===== src/rtl/store_ref_pkg.sv =====
// store_ref_pkg: instruction fields, function codes, timing constants and states
// assumes a single 25 MHz system clock
package store_ref_pkg;
    localparam int WORD_W = 18;
    localparam int N_W = 13;
    localparam int IO_SEL_W = 11;
    localparam int MOD_BIT = 17;
    localparam int F_HI = 16;
    localparam int F_LO = 13;
    localparam int UNIT_LO = 13;
    localparam int CLK_NS = 40;
    localparam int CNT_W = 10;
    localparam logic [3:0] F_ADD = 4'h1;
    localparam logic [3:0] F_SUB = 4'h2;
    localparam logic [3:0] F_AND = 4'h6;
    localparam logic [3:0] F_JZ = 4'h7;
    localparam logic [3:0] F_JMP = 4'h8;
    localparam logic [3:0] F_JN = 4'h9;
    localparam logic [3:0] F_CNT = 4'hA;
    localparam logic [3:0] F_MUL = 4'hC;
    localparam logic [3:0] F_FN14 = 4'hE;
    localparam logic [3:0] F_IO = 4'hF;
    localparam logic [12:0] IN_LO = 13'h0000;
    localparam logic [12:0] IN_HI = 13'h07FF;
    localparam logic [12:0] OUT_LO = 13'h1000;
    localparam logic [12:0] OUT_HI = 13'h17FF;
    localparam logic [17:0] PC_RESET = 18'h00000;
    localparam logic [17:0] WORD_RESET = 18'h00000;
    localparam logic SEL_RESET = 1'b0;
    // execution times in ns, faster store then slower store
    localparam int T_ADD_F = 3600;
    localparam int T_ADD_S = 6000;
    localparam int T_SUB_F = 4400;
    localparam int T_SUB_S = 6800;
    localparam int T_MUL_F = 10800;
    localparam int T_MUL_S = 13200;
    localparam int T_JS_F = 1200;
    localparam int T_JS_S = 2000;
    localparam int T_JT_F = 2400;
    localparam int T_JT_S = 4000;
    localparam int T_CNT_F = 4800;
    localparam int T_CNT_S = 8000;
    localparam int T_IO_F = 6400;
    localparam int T_IO_S = 8000;
    localparam int T_OTHER = 1200;
    localparam int C_ADD_F = (T_ADD_F + CLK_NS - 1) / CLK_NS;
    localparam int C_ADD_S = (T_ADD_S + CLK_NS - 1) / CLK_NS;
    localparam int C_SUB_F = (T_SUB_F + CLK_NS - 1) / CLK_NS;
    localparam int C_SUB_S = (T_SUB_S + CLK_NS - 1) / CLK_NS;
    localparam int C_MUL_F = (T_MUL_F + CLK_NS - 1) / CLK_NS;
    localparam int C_MUL_S = (T_MUL_S + CLK_NS - 1) / CLK_NS;
    localparam int C_JS_F = (T_JS_F + CLK_NS - 1) / CLK_NS;
    localparam int C_JS_S = (T_JS_S + CLK_NS - 1) / CLK_NS;
    localparam int C_JT_F = (T_JT_F + CLK_NS - 1) / CLK_NS;
    localparam int C_JT_S = (T_JT_S + CLK_NS - 1) / CLK_NS;
    localparam int C_CNT_F = (T_CNT_F + CLK_NS - 1) / CLK_NS;
    localparam int C_CNT_S = (T_CNT_S + CLK_NS - 1) / CLK_NS;
    localparam int C_IO_F = (T_IO_F + CLK_NS - 1) / CLK_NS;
    localparam int C_IO_S = (T_IO_S + CLK_NS - 1) / CLK_NS;
    localparam int C_OTHER = (T_OTHER + CLK_NS - 1) / CLK_NS;
    typedef enum logic [2:0] {
        ST_IDLE, ST_READ, ST_WRITE, ST_IO, ST_WAIT, ST_DONE
    } state_type;
endpackage : store_ref_pkg


===== src/rtl/store_ref_exec.sv =====
// store_ref_exec: executes store-reference, jump, count and word input-output orders
// assumes a store that acknowledges each request with a one-cycle mem_ack and a
// peripheral that answers each select with a one-cycle io_reply
// Notes on behaviour
// [RULE1] function 1 adds the operand to the accumulator, the auxiliary register is altered.
// [RULE2] function 2 sets the accumulator to operand minus accumulator and copies the operand.
// [RULE3] function 12 places the double-length product of accumulator and operand in both.
// [RULE4] function 6 ands the operand into the accumulator, the auxiliary register is altered.
// [RULE5] function 7 jumps to the address only on a zero accumulator, taken costs double.
// [RULE6] function 8 always jumps to the address and alters the auxiliary register.
// [RULE7] function 9 jumps only on a negative accumulator, otherwise it takes the short time.
// [RULE8] function 10 adds one to the addressed store word and writes it back.
// [RULE9] function 15 with address 0 to 2047 inputs a word to the accumulator.
// [RULE10] function 15 with address 4096 to 6143 outputs the accumulator word.
// [RULE11] unit select zero puts the address field in the unit of the current instruction.
// [RULE12] unit select one makes non-jump addresses absolute within the first 8192 words.
// [RULE13] jumps always address within the current unit whatever the unit select holds.
// [RULE14] modified orders add the full 18-bit index register to the unmodified address.
// [RULE15] functions 14 and 15 ignore unit select and use the low 13 bits of the address; function 14 forms no address here and only waits T_OTHER.
// [RULE16] the console jump control clears the unit select register.
// [RULE17] bit 18 is the modifier flag, bits 17-14 the function, bits 13-1 the address.
`timescale 1ns/1ps
`default_nettype none
module store_ref_exec
    import store_ref_pkg::*;
#(
    parameter int W = WORD_W
) (
    input wire logic sys_clk,
    input wire logic rst,
    input wire logic slow_store,
    input wire logic instr_valid,
    input wire logic [W-1:0] instr,
    input wire logic [W-1:0] index_value,
    input wire logic console_jump,
    input wire logic select_load,
    input wire logic select_value,
    input wire logic mem_ack,
    input wire logic [W-1:0] mem_rdata,
    input wire logic io_reply,
    input wire logic [W-1:0] io_rdata,
    output logic busy,
    output logic done,
    output logic [W-1:0] acc,
    output logic [W-1:0] aux,
    output logic [W-1:0] pc,
    output logic unit_select,
    output logic mem_req,
    output logic mem_we,
    output logic [W-1:0] mem_addr,
    output logic [W-1:0] mem_wdata,
    output logic io_in_sel,
    output logic io_out_sel,
    output logic [IO_SEL_W-1:0] io_addr,
    output logic [W-1:0] io_wdata
);
    state_type state_reg;
    logic [3:0] func_reg;
    logic [CNT_W-1:0] cnt_reg;
    logic [CNT_W-1:0] need_reg;
    logic [W-1:0] acc_reg, aux_reg, pc_reg;
    logic sel_reg;
    logic busy_reg, done_reg;
    logic mem_req_reg, mem_we_reg;
    logic [W-1:0] mem_addr_reg, mem_wdata_reg;
    logic in_sel_reg, out_sel_reg;
    logic [IO_SEL_W-1:0] io_addr_reg;
    logic [W-1:0] io_wdata_reg;

    // instruction fields
    logic mod_flag;
    logic [3:0] func;
    logic [N_W-1:0] nfield;
    assign mod_flag = instr[MOD_BIT]; // RULE17
    assign func = instr[F_HI:F_LO]; // RULE17
    assign nfield = instr[N_W-1:0]; // RULE17

    function automatic logic is_jump(input logic [3:0] f);
        is_jump = (f == F_JZ) || (f == F_JMP) || (f == F_JN);
    endfunction : is_jump

    function automatic logic is_taken(input logic [3:0] f, input logic [W-1:0] a);
        is_taken = (f == F_JMP) || ((f == F_JZ) && (a == '0)) || ((f == F_JN) && a[W-1]);
    endfunction : is_taken

    function automatic logic [CNT_W-1:0] exec_cycles(input logic [3:0] f, input logic s,
                                                     input logic taken);
        int c;
        c = C_OTHER;
        case (f)
            F_ADD, F_AND: c = s ? C_ADD_S : C_ADD_F; // RULE1 RULE4
            F_SUB: c = s ? C_SUB_S : C_SUB_F; // RULE2
            F_MUL: c = s ? C_MUL_S : C_MUL_F; // RULE3
            F_JZ, F_JN: c = taken ? (s ? C_JT_S : C_JT_F) : (s ? C_JS_S : C_JS_F); // RULE5 RULE7
            F_JMP: c = s ? C_JT_S : C_JT_F; // RULE6
            F_CNT: c = s ? C_CNT_S : C_CNT_F; // RULE8
            F_IO: c = s ? C_IO_S : C_IO_F; // RULE9 RULE10
            default: c = C_OTHER;
        endcase
        exec_cycles = c[CNT_W-1:0];
    endfunction : exec_cycles

    // address formation
    logic [W-1:0] unit_addr, unmod_addr, mod_addr, index_term;
    logic [N_W-1:0] low13;
    assign unit_addr = {pc_reg[W-1:UNIT_LO], nfield}; // RULE11
    assign unmod_addr = (sel_reg && !is_jump(func)) ? {{(W-N_W){1'b0}}, nfield} // RULE12
                                                    : unit_addr; // RULE11 RULE13
    assign index_term = mod_flag ? index_value : '0;
    assign mod_addr = unmod_addr + index_term; // RULE14
    assign low13 = nfield + index_term[N_W-1:0]; // RULE15

    logic [2*W-1:0] product;
    assign product = $signed(acc_reg) * $signed(mem_rdata); // RULE3

    logic time_up;
    assign time_up = (cnt_reg >= need_reg);

    // sequencing and timing
    always_ff @(posedge sys_clk) begin
        if (rst) begin
            state_reg <= ST_IDLE;
            func_reg <= 4'h0;
            cnt_reg <= '0;
            need_reg <= '0;
            busy_reg <= 1'b0;
            done_reg <= 1'b0;
        end else begin
            done_reg <= 1'b0;
            if (state_reg != ST_IDLE) begin
                cnt_reg <= cnt_reg + 1'b1;
            end
            case (state_reg)
                ST_IDLE: begin
                    if (instr_valid) begin
                        func_reg <= func;
                        cnt_reg <= 10'h001;
                        need_reg <= exec_cycles(func, slow_store, is_taken(func, acc_reg));
                        busy_reg <= 1'b1;
                        case (func)
                            F_ADD, F_SUB, F_AND, F_MUL, F_CNT: state_reg <= ST_READ;
                            F_IO: begin
                                if ((low13 <= IN_HI) ||
                                    ((low13 >= OUT_LO) && (low13 <= OUT_HI))) begin
                                    state_reg <= ST_IO; // RULE9 RULE10
                                end else begin
                                    state_reg <= ST_WAIT;
                                end
                            end
                            default: state_reg <= ST_WAIT;
                        endcase
                    end
                end
                ST_READ: begin
                    if (mem_ack) begin
                        state_reg <= (func_reg == F_CNT) ? ST_WRITE : ST_WAIT;
                    end
                end
                ST_WRITE: begin
                    if (mem_ack) begin
                        state_reg <= ST_WAIT;
                    end
                end
                ST_IO: begin
                    if (io_reply) begin
                        state_reg <= ST_WAIT;
                    end
                end
                ST_WAIT: begin
                    if (time_up) begin
                        state_reg <= ST_DONE;
                    end
                end
                ST_DONE: begin
                    busy_reg <= 1'b0;
                    done_reg <= 1'b1;
                    state_reg <= ST_IDLE;
                end
                default: state_reg <= ST_IDLE;
            endcase
        end
    end

    // store port
    always_ff @(posedge sys_clk) begin
        if (rst) begin
            mem_req_reg <= 1'b0;
            mem_we_reg <= 1'b0;
            mem_addr_reg <= WORD_RESET;
            mem_wdata_reg <= WORD_RESET;
        end else if (state_reg == ST_IDLE && instr_valid &&
                     (func == F_ADD || func == F_SUB || func == F_AND ||
                      func == F_MUL || func == F_CNT)) begin
            mem_req_reg <= 1'b1;
            mem_we_reg <= 1'b0;
            mem_addr_reg <= mod_addr;
        end else if (state_reg == ST_READ && mem_ack && func_reg == F_CNT) begin
            mem_we_reg <= 1'b1;
            mem_wdata_reg <= mem_rdata + 1'b1; // RULE8
        end else if (mem_ack) begin
            mem_req_reg <= 1'b0;
            mem_we_reg <= 1'b0;
        end
    end

    // peripheral port
    always_ff @(posedge sys_clk) begin
        if (rst) begin
            in_sel_reg <= 1'b0;
            out_sel_reg <= 1'b0;
            io_addr_reg <= '0;
            io_wdata_reg <= WORD_RESET;
        end else if (state_reg == ST_IDLE && instr_valid && func == F_IO) begin
            io_addr_reg <= low13[IO_SEL_W-1:0]; // RULE9 RULE10
            in_sel_reg <= (low13 <= IN_HI); // RULE9
            out_sel_reg <= (low13 >= OUT_LO) && (low13 <= OUT_HI); // RULE10
            io_wdata_reg <= acc_reg; // RULE10
        end else if (io_reply) begin
            in_sel_reg <= 1'b0;
            out_sel_reg <= 1'b0;
        end
    end

    // accumulator and auxiliary register
    always_ff @(posedge sys_clk) begin
        if (rst) begin
            acc_reg <= WORD_RESET;
            aux_reg <= WORD_RESET;
        end else if (state_reg == ST_READ && mem_ack) begin
            case (func_reg)
                F_ADD: begin
                    acc_reg <= acc_reg + mem_rdata; // RULE1
                    aux_reg <= mem_rdata; // RULE1
                end
                F_SUB: begin
                    acc_reg <= mem_rdata - acc_reg; // RULE2
                    aux_reg <= mem_rdata; // RULE2
                end
                F_AND: begin
                    acc_reg <= acc_reg & mem_rdata; // RULE4
                    aux_reg <= mem_rdata; // RULE4
                end
                F_MUL: begin
                    acc_reg <= product[2*W-1:W]; // RULE3
                    aux_reg <= product[W-1:0]; // RULE3
                end
                F_CNT: aux_reg <= mem_rdata; // RULE8
                default: aux_reg <= aux_reg;
            endcase
        end else if (state_reg == ST_IO && io_reply) begin
            if (in_sel_reg) begin
                acc_reg <= io_rdata; // RULE9
            end
            aux_reg <= acc_reg; // RULE10
        end else if (state_reg == ST_IDLE && instr_valid && is_jump(func)) begin
            aux_reg <= pc_reg; // RULE5 RULE6 RULE7
        end
    end

    // program counter
    always_ff @(posedge sys_clk) begin
        if (rst) begin
            pc_reg <= PC_RESET;
        end else if (state_reg == ST_IDLE && instr_valid) begin
            if (is_taken(func, acc_reg)) begin
                pc_reg <= mod_addr; // RULE5 RULE6 RULE7 RULE13
            end else begin
                pc_reg <= pc_reg + 1'b1;
            end
        end
    end

    // store unit select register
    always_ff @(posedge sys_clk) begin
        if (rst) begin
            sel_reg <= SEL_RESET;
        end else if (console_jump) begin
            sel_reg <= 1'b0; // RULE16
        end else if (select_load && !busy_reg) begin
            sel_reg <= select_value;
        end
    end

    assign busy = busy_reg;
    assign done = done_reg;
    assign acc = acc_reg;
    assign aux = aux_reg;
    assign pc = pc_reg;
    assign unit_select = sel_reg;
    assign mem_req = mem_req_reg;
    assign mem_we = mem_we_reg;
    assign mem_addr = mem_addr_reg;
    assign mem_wdata = mem_wdata_reg;
    assign io_in_sel = in_sel_reg;
    assign io_out_sel = out_sel_reg;
    assign io_addr = io_addr_reg;
    assign io_wdata = io_wdata_reg;
endmodule : store_ref_exec
`default_nettype wire


===== config.mk =====
export PLATFORM = sky130hd
export DESIGN_NAME = store_ref_exec
export DESIGN_NICKNAME = d
export VERILOG_FILES = /design/src/rtl/store_ref_pkg.sv /design/src/rtl/store_ref_exec.sv
export SDC_FILE = /design/constraint.sdc
export NUM_CORES = 1
export LEC_CHECK = 0
export BUFFER_PORTS_ARGS = -buffer_cell sky130_fd_sc_hd__buf_2
export CORE_MARGIN = 10
export CORE_UTILIZATION = 50
export DETAILED_ROUTE_END_ITERATION = 12
export GPL_TIMING_DRIVEN = 0
export PLACE_DENSITY = 0.69
export SLEW_MARGIN = 30
export SYNTH_ARGS = -nofsm -noshare
export SYNTH_HDL_FRONTEND = slang
export SYNTH_SLANG_ARGS = --single-unit

===== constraint.sdc =====
create_clock -name sys_clk -period 12.8 [get_ports sys_clk]
set_input_delay 2.56 -clock sys_clk [delete_from_list [all_inputs] [get_ports sys_clk]]
set_output_delay 2.56 -clock sys_clk [all_outputs]
set_load 0.02 [all_outputs]

==> results.sh <==
export IMPL_run_status="finished, final reports clean"
export IMPL_postSynth_topFlopCell="sky130_fd_sc_hd__dfxtp_1"
export IMPL_routed_wire_length_per_instance_microns=24.72
export IMPL_final_hold_violation_count=0
export IMPL_grt_first_pass_wirelength_mm=132.4
export IMPL_clkSinkCount=151
export IMPL_place_congestion=1.012
export IMPL_p_r_area_growth_vs_syn_pct=10.83
export IMPL_synthesized_netlist_net_count=3285
export IMPL_wl_mm=88.07
export IMPL_timing_hold_worst_path_depth=2
export IMPL_drc_markers=0
export IMPL_synthesis_yosys_warnings=0
export IMPL_cts_root_buffer_cell="sky130_fd_sc_hd__clkbuf_16"
export IMPL_worstHoldStart="mem_addr[14]"
export IMPL_1st_iter_drt_viols=2569
export IMPL_synth_edff_count=0
export IMPL_pin_count=207
export IMPL_first_global_vias=21320
export IMPL_tightest_slew_ns=1.102
export IMPL_synth_seq_cells=151
export IMPL_final_fill_count=4221
export IMPL_path_max_fanout=10
export IMPL_post_cts_setup_buffer_count=0
export IMPL_die_height_microns=231.3
export IMPL_ff_to_ff_start="acc[17]"
export IMPL_routed_via_density=5.977
export IMPL_detailed_place_hpwl_mm=71.11
export IMPL_final_min_period_over_clock_period_pct=79.86
export IMPL_final_antenna_net_count=0
export IMPL_placement_io_buffers=204
export IMPL_dr_total_vias=21295
export IMPL_syn_instance_count=2733
export IMPL_seqCellArea_sq_um=3023
export IMPL_htree_num_levels=4
export IMPL_synthDominantCellAreaShare_pct=29.67
export IMPL_syn_avg_cell_area_sq_um=8.171
export IMPL_drive_above_1_share_pct=9.970
export IMPL_ff2ff_path_depth=25
export IMPL_grt_setup_unrepaired="false"
export IMPL_synth_largest_area_cell="sky130_fd_sc_hd__fa_1"
export IMPL_worstSkewPairLatency_ns=0.46
export IMPL_holdCritPathClass="register to register"
export IMPL_cts_buffer_depth=2
export IMPL_worstSetupPathType="input pin to register"
export IMPL_grt_antenna_before_repair=2
export IMPL_die_area_sq_um=53510
export IMPL_reg2reg_setup_slack_ns=4.18
export IMPL_r2r_end="acc[15]"
export IMPL_tns_ns=0
export IMPL_post_cts_hold_buffer_count=0
export IMPL_leakage_component_of_the_power_uw=0.01145
export IMPL_power_per_cell_area_nw_per_um2=109.1
export IMPL_drtPass1Iterations=5
export IMPL_netlist_cell_type_count=90
export IMPL_drv_max_cap_violation_count=0
export IMPL_grt_start_max_net_pins=17
export IMPL_worst_ep_arrival_ns=10.62
export IMPL_max_fclk_mhz=97.83
export IMPL_setup_ws_ns=2.578
export IMPL_globalRouteOverflowTotal=0
export IMPL_dp_worst_setup_slack_ns=2.372
export IMPL_numCtsBuffers=17
export IMPL_design_core_area_sq_um=44220
export IMPL_tritoncts="built"
export IMPL_global_route_usage_total_pct=32.71
export IMPL_design_power_total_uw=2700
export IMPL_max_slew_margin_pct=26.55
export IMPL_min_period_ns=10.22
export IMPL_final_instance_count_excl_fill=3563
export IMPL_path_clk_slew_ns=0.07
export IMPL_placement_rows=77
export IMPL_synth_cell_area_sq_um=22330
export IMPL_fin_hold_ws_ns=0.4534
export IMPL_floorplan_initialDensity_pct=50.50
export IMPL_yosys_top_cells_area="sky130_fd_sc_hd__fa_1, sky130_fd_sc_hd__dfxtp_1, sky130_fd_sc_hd__ha_1, sky130_fd_sc_hd__inv_1, sky130_fd_sc_hd__nand2_1"
export IMPL_worst_setup_path_start_kind="input pin"
export IMPL_cts_repair_resize_count=0
export IMPL_synth_seq_area_share_pct=13.54
export IMPL_ys_async_sr_fraction_pct=0
export IMPL_multi_input_gate_area_sq_um=17140
export IMPL_placed_cells_incl_taps=3530
export IMPL_fin_skew_ns=0.01274
export IMPL_hold_end="mem_addr[14]"
export IMPL_setup_viol_count_final=0
export IMPL_crit_path_capture_type="register"
export IMPL_report_final_slew_viol_count=0
export IMPL_ir_drop_uv=69.95
export IMPL_final_net_count=3509
export IMPL_die_x_microns=231.3
export IMPL_wp_data_required_ns=13.20
## cell families after synthesis
logic type | share of synthesized area, %
fa+ha+maj | 37.52
compound gates | 14.64
simple gates | 20.55
buf+inv | 9.721
flops | 13.54
xor+xnor | 3.340
mux | 0.6892
## layout by cell type (no fill, tap or decap), types with 16 or more instances in the layout
cell and instances:
sky130_fd_sc_hd__nand2_1 383, sky130_fd_sc_hd__a21o_1 22, sky130_fd_sc_hd__a311oi_1 20, sky130_fd_sc_hd__and3_1 21
sky130_fd_sc_hd__o21a_1 16, sky130_fd_sc_hd__dfxtp_1 151, sky130_fd_sc_hd__o21ai_0 84, sky130_fd_sc_hd__a31oi_1 24
sky130_fd_sc_hd__buf_2 222, sky130_fd_sc_hd__clkbuf_16 17, sky130_fd_sc_hd__nand3_1 56, sky130_fd_sc_hd__nor3_1 52
sky130_fd_sc_hd__ha_1 140, sky130_fd_sc_hd__xnor2_1 46, sky130_fd_sc_hd__clkbuf_1 129, sky130_fd_sc_hd__nand2b_1 16
sky130_fd_sc_hd__a21oi_1 159, sky130_fd_sc_hd__nor2_1 146, sky130_fd_sc_hd__a211oi_1 44, sky130_fd_sc_hd__xor2_1 36
sky130_fd_sc_hd__fa_1 331, sky130_fd_sc_hd__and2_1 189, sky130_fd_sc_hd__inv_1 401
## Yosys cell counts, types with 18 or more instances
library cell,count
sky130_fd_sc_hd__clkbuf_1,132
sky130_fd_sc_hd__nor2_1,147
sky130_fd_sc_hd__nand2_1,383
sky130_fd_sc_hd__ha_1,140
sky130_fd_sc_hd__inv_1,401
sky130_fd_sc_hd__a21o_1,22
sky130_fd_sc_hd__a311oi_1,20
sky130_fd_sc_hd__nand3_1,56
sky130_fd_sc_hd__xnor2_1,46
sky130_fd_sc_hd__o21ai_0,84
sky130_fd_sc_hd__fa_1,331
sky130_fd_sc_hd__dfxtp_1,151
sky130_fd_sc_hd__nor3_1,52
sky130_fd_sc_hd__a21oi_1,159
sky130_fd_sc_hd__and3_1,21
sky130_fd_sc_hd__a31oi_1,24
sky130_fd_sc_hd__xor2_1,36
sky130_fd_sc_hd__a211oi_1,44
sky130_fd_sc_hd__and2_1,189
sky130_fd_sc_hd__buf_2,18
## power breakdown
| part | leakage [uW] | internal, uW | switching, uW |
|---|---|---|---|
| registers | 0.00122 | 506 | 47.5 |
| clock network | 0.000303 | 345 | 228 |
| logic | 0.00992 | 548 | 1030 |
## worst max-delay path by stage
stage                             from       to  slack, ns  depth (start not counted)
after floorplan           mem_rdata[3]  acc[15]       4.23                         21
after global placement    mem_rdata[3]  acc[15]       2.45                         22
after detailed placement  mem_rdata[3]  acc[15]       2.37                         22
after CTS                 mem_rdata[3]  acc[15]       2.83                         22
after global routing      mem_rdata[3]  acc[17]       2.34                         22
final                     mem_rdata[3]  acc[15]       2.58                         22
## layer usage
layer / GRT usage (%) / part of all wire (%) / up-vias
li1: - / - / 9331
met1: 45.81 / 41 / 10526
met2: 48.40 / 43 / 1238
met3: 7.623 / 12 / 198
met4: 12.00 / 4.0 / 2
met5: 0 / 0.016 / -
## critical path, cell delays in order
cell and delay, ns:
sky130_fd_sc_hd__buf_2 0.17, sky130_fd_sc_hd__clkbuf_1 0.56, sky130_fd_sc_hd__clkbuf_1 0.50, sky130_fd_sc_hd__nand2_1 0.28
sky130_fd_sc_hd__fa_1 0.63, sky130_fd_sc_hd__inv_1 0.15, sky130_fd_sc_hd__fa_1 0.91, sky130_fd_sc_hd__fa_1 0.55
sky130_fd_sc_hd__fa_1 0.51, sky130_fd_sc_hd__fa_1 0.49, sky130_fd_sc_hd__inv_1 0.05, sky130_fd_sc_hd__fa_1 0.51
sky130_fd_sc_hd__inv_1 0.05, sky130_fd_sc_hd__ha_1 0.45, sky130_fd_sc_hd__nand2_1 0.13, sky130_fd_sc_hd__nor3_1 0.46
sky130_fd_sc_hd__nand3_1 0.13, sky130_fd_sc_hd__a21oi_1 0.51, sky130_fd_sc_hd__o31ai_4 0.18, sky130_fd_sc_hd__a211oi_1 0.31
sky130_fd_sc_hd__mux2_2 0.37, sky130_fd_sc_hd__o21ai_1 0.12
## cell type report
cell class | instances | area share, %
well taps | 592 | 2.993
clock buffers | 19 | 1.749
clock inverters | 12 | 0.8140
diodes | 2 | 0.02022
multi-input cells | 2014 | 69.26
inverters | 403 | 6.113
repair buffers | 205 | 4.156
flip-flops and latches | 151 | 12.21
plain buffers | 165 | 2.685
## per-stage QoR
stage | cell area [sq um] | util (%)
after floorplan | 22330 | -
after global placement | 24090 | 54.48
after detailed placement | 24110 | 54.51
after CTS | 24740 | 55.95
after global routing | 24740 | 55.95
final | 24750 | 55.96
No activity file was read; power rests on OpenSTA's default activity.
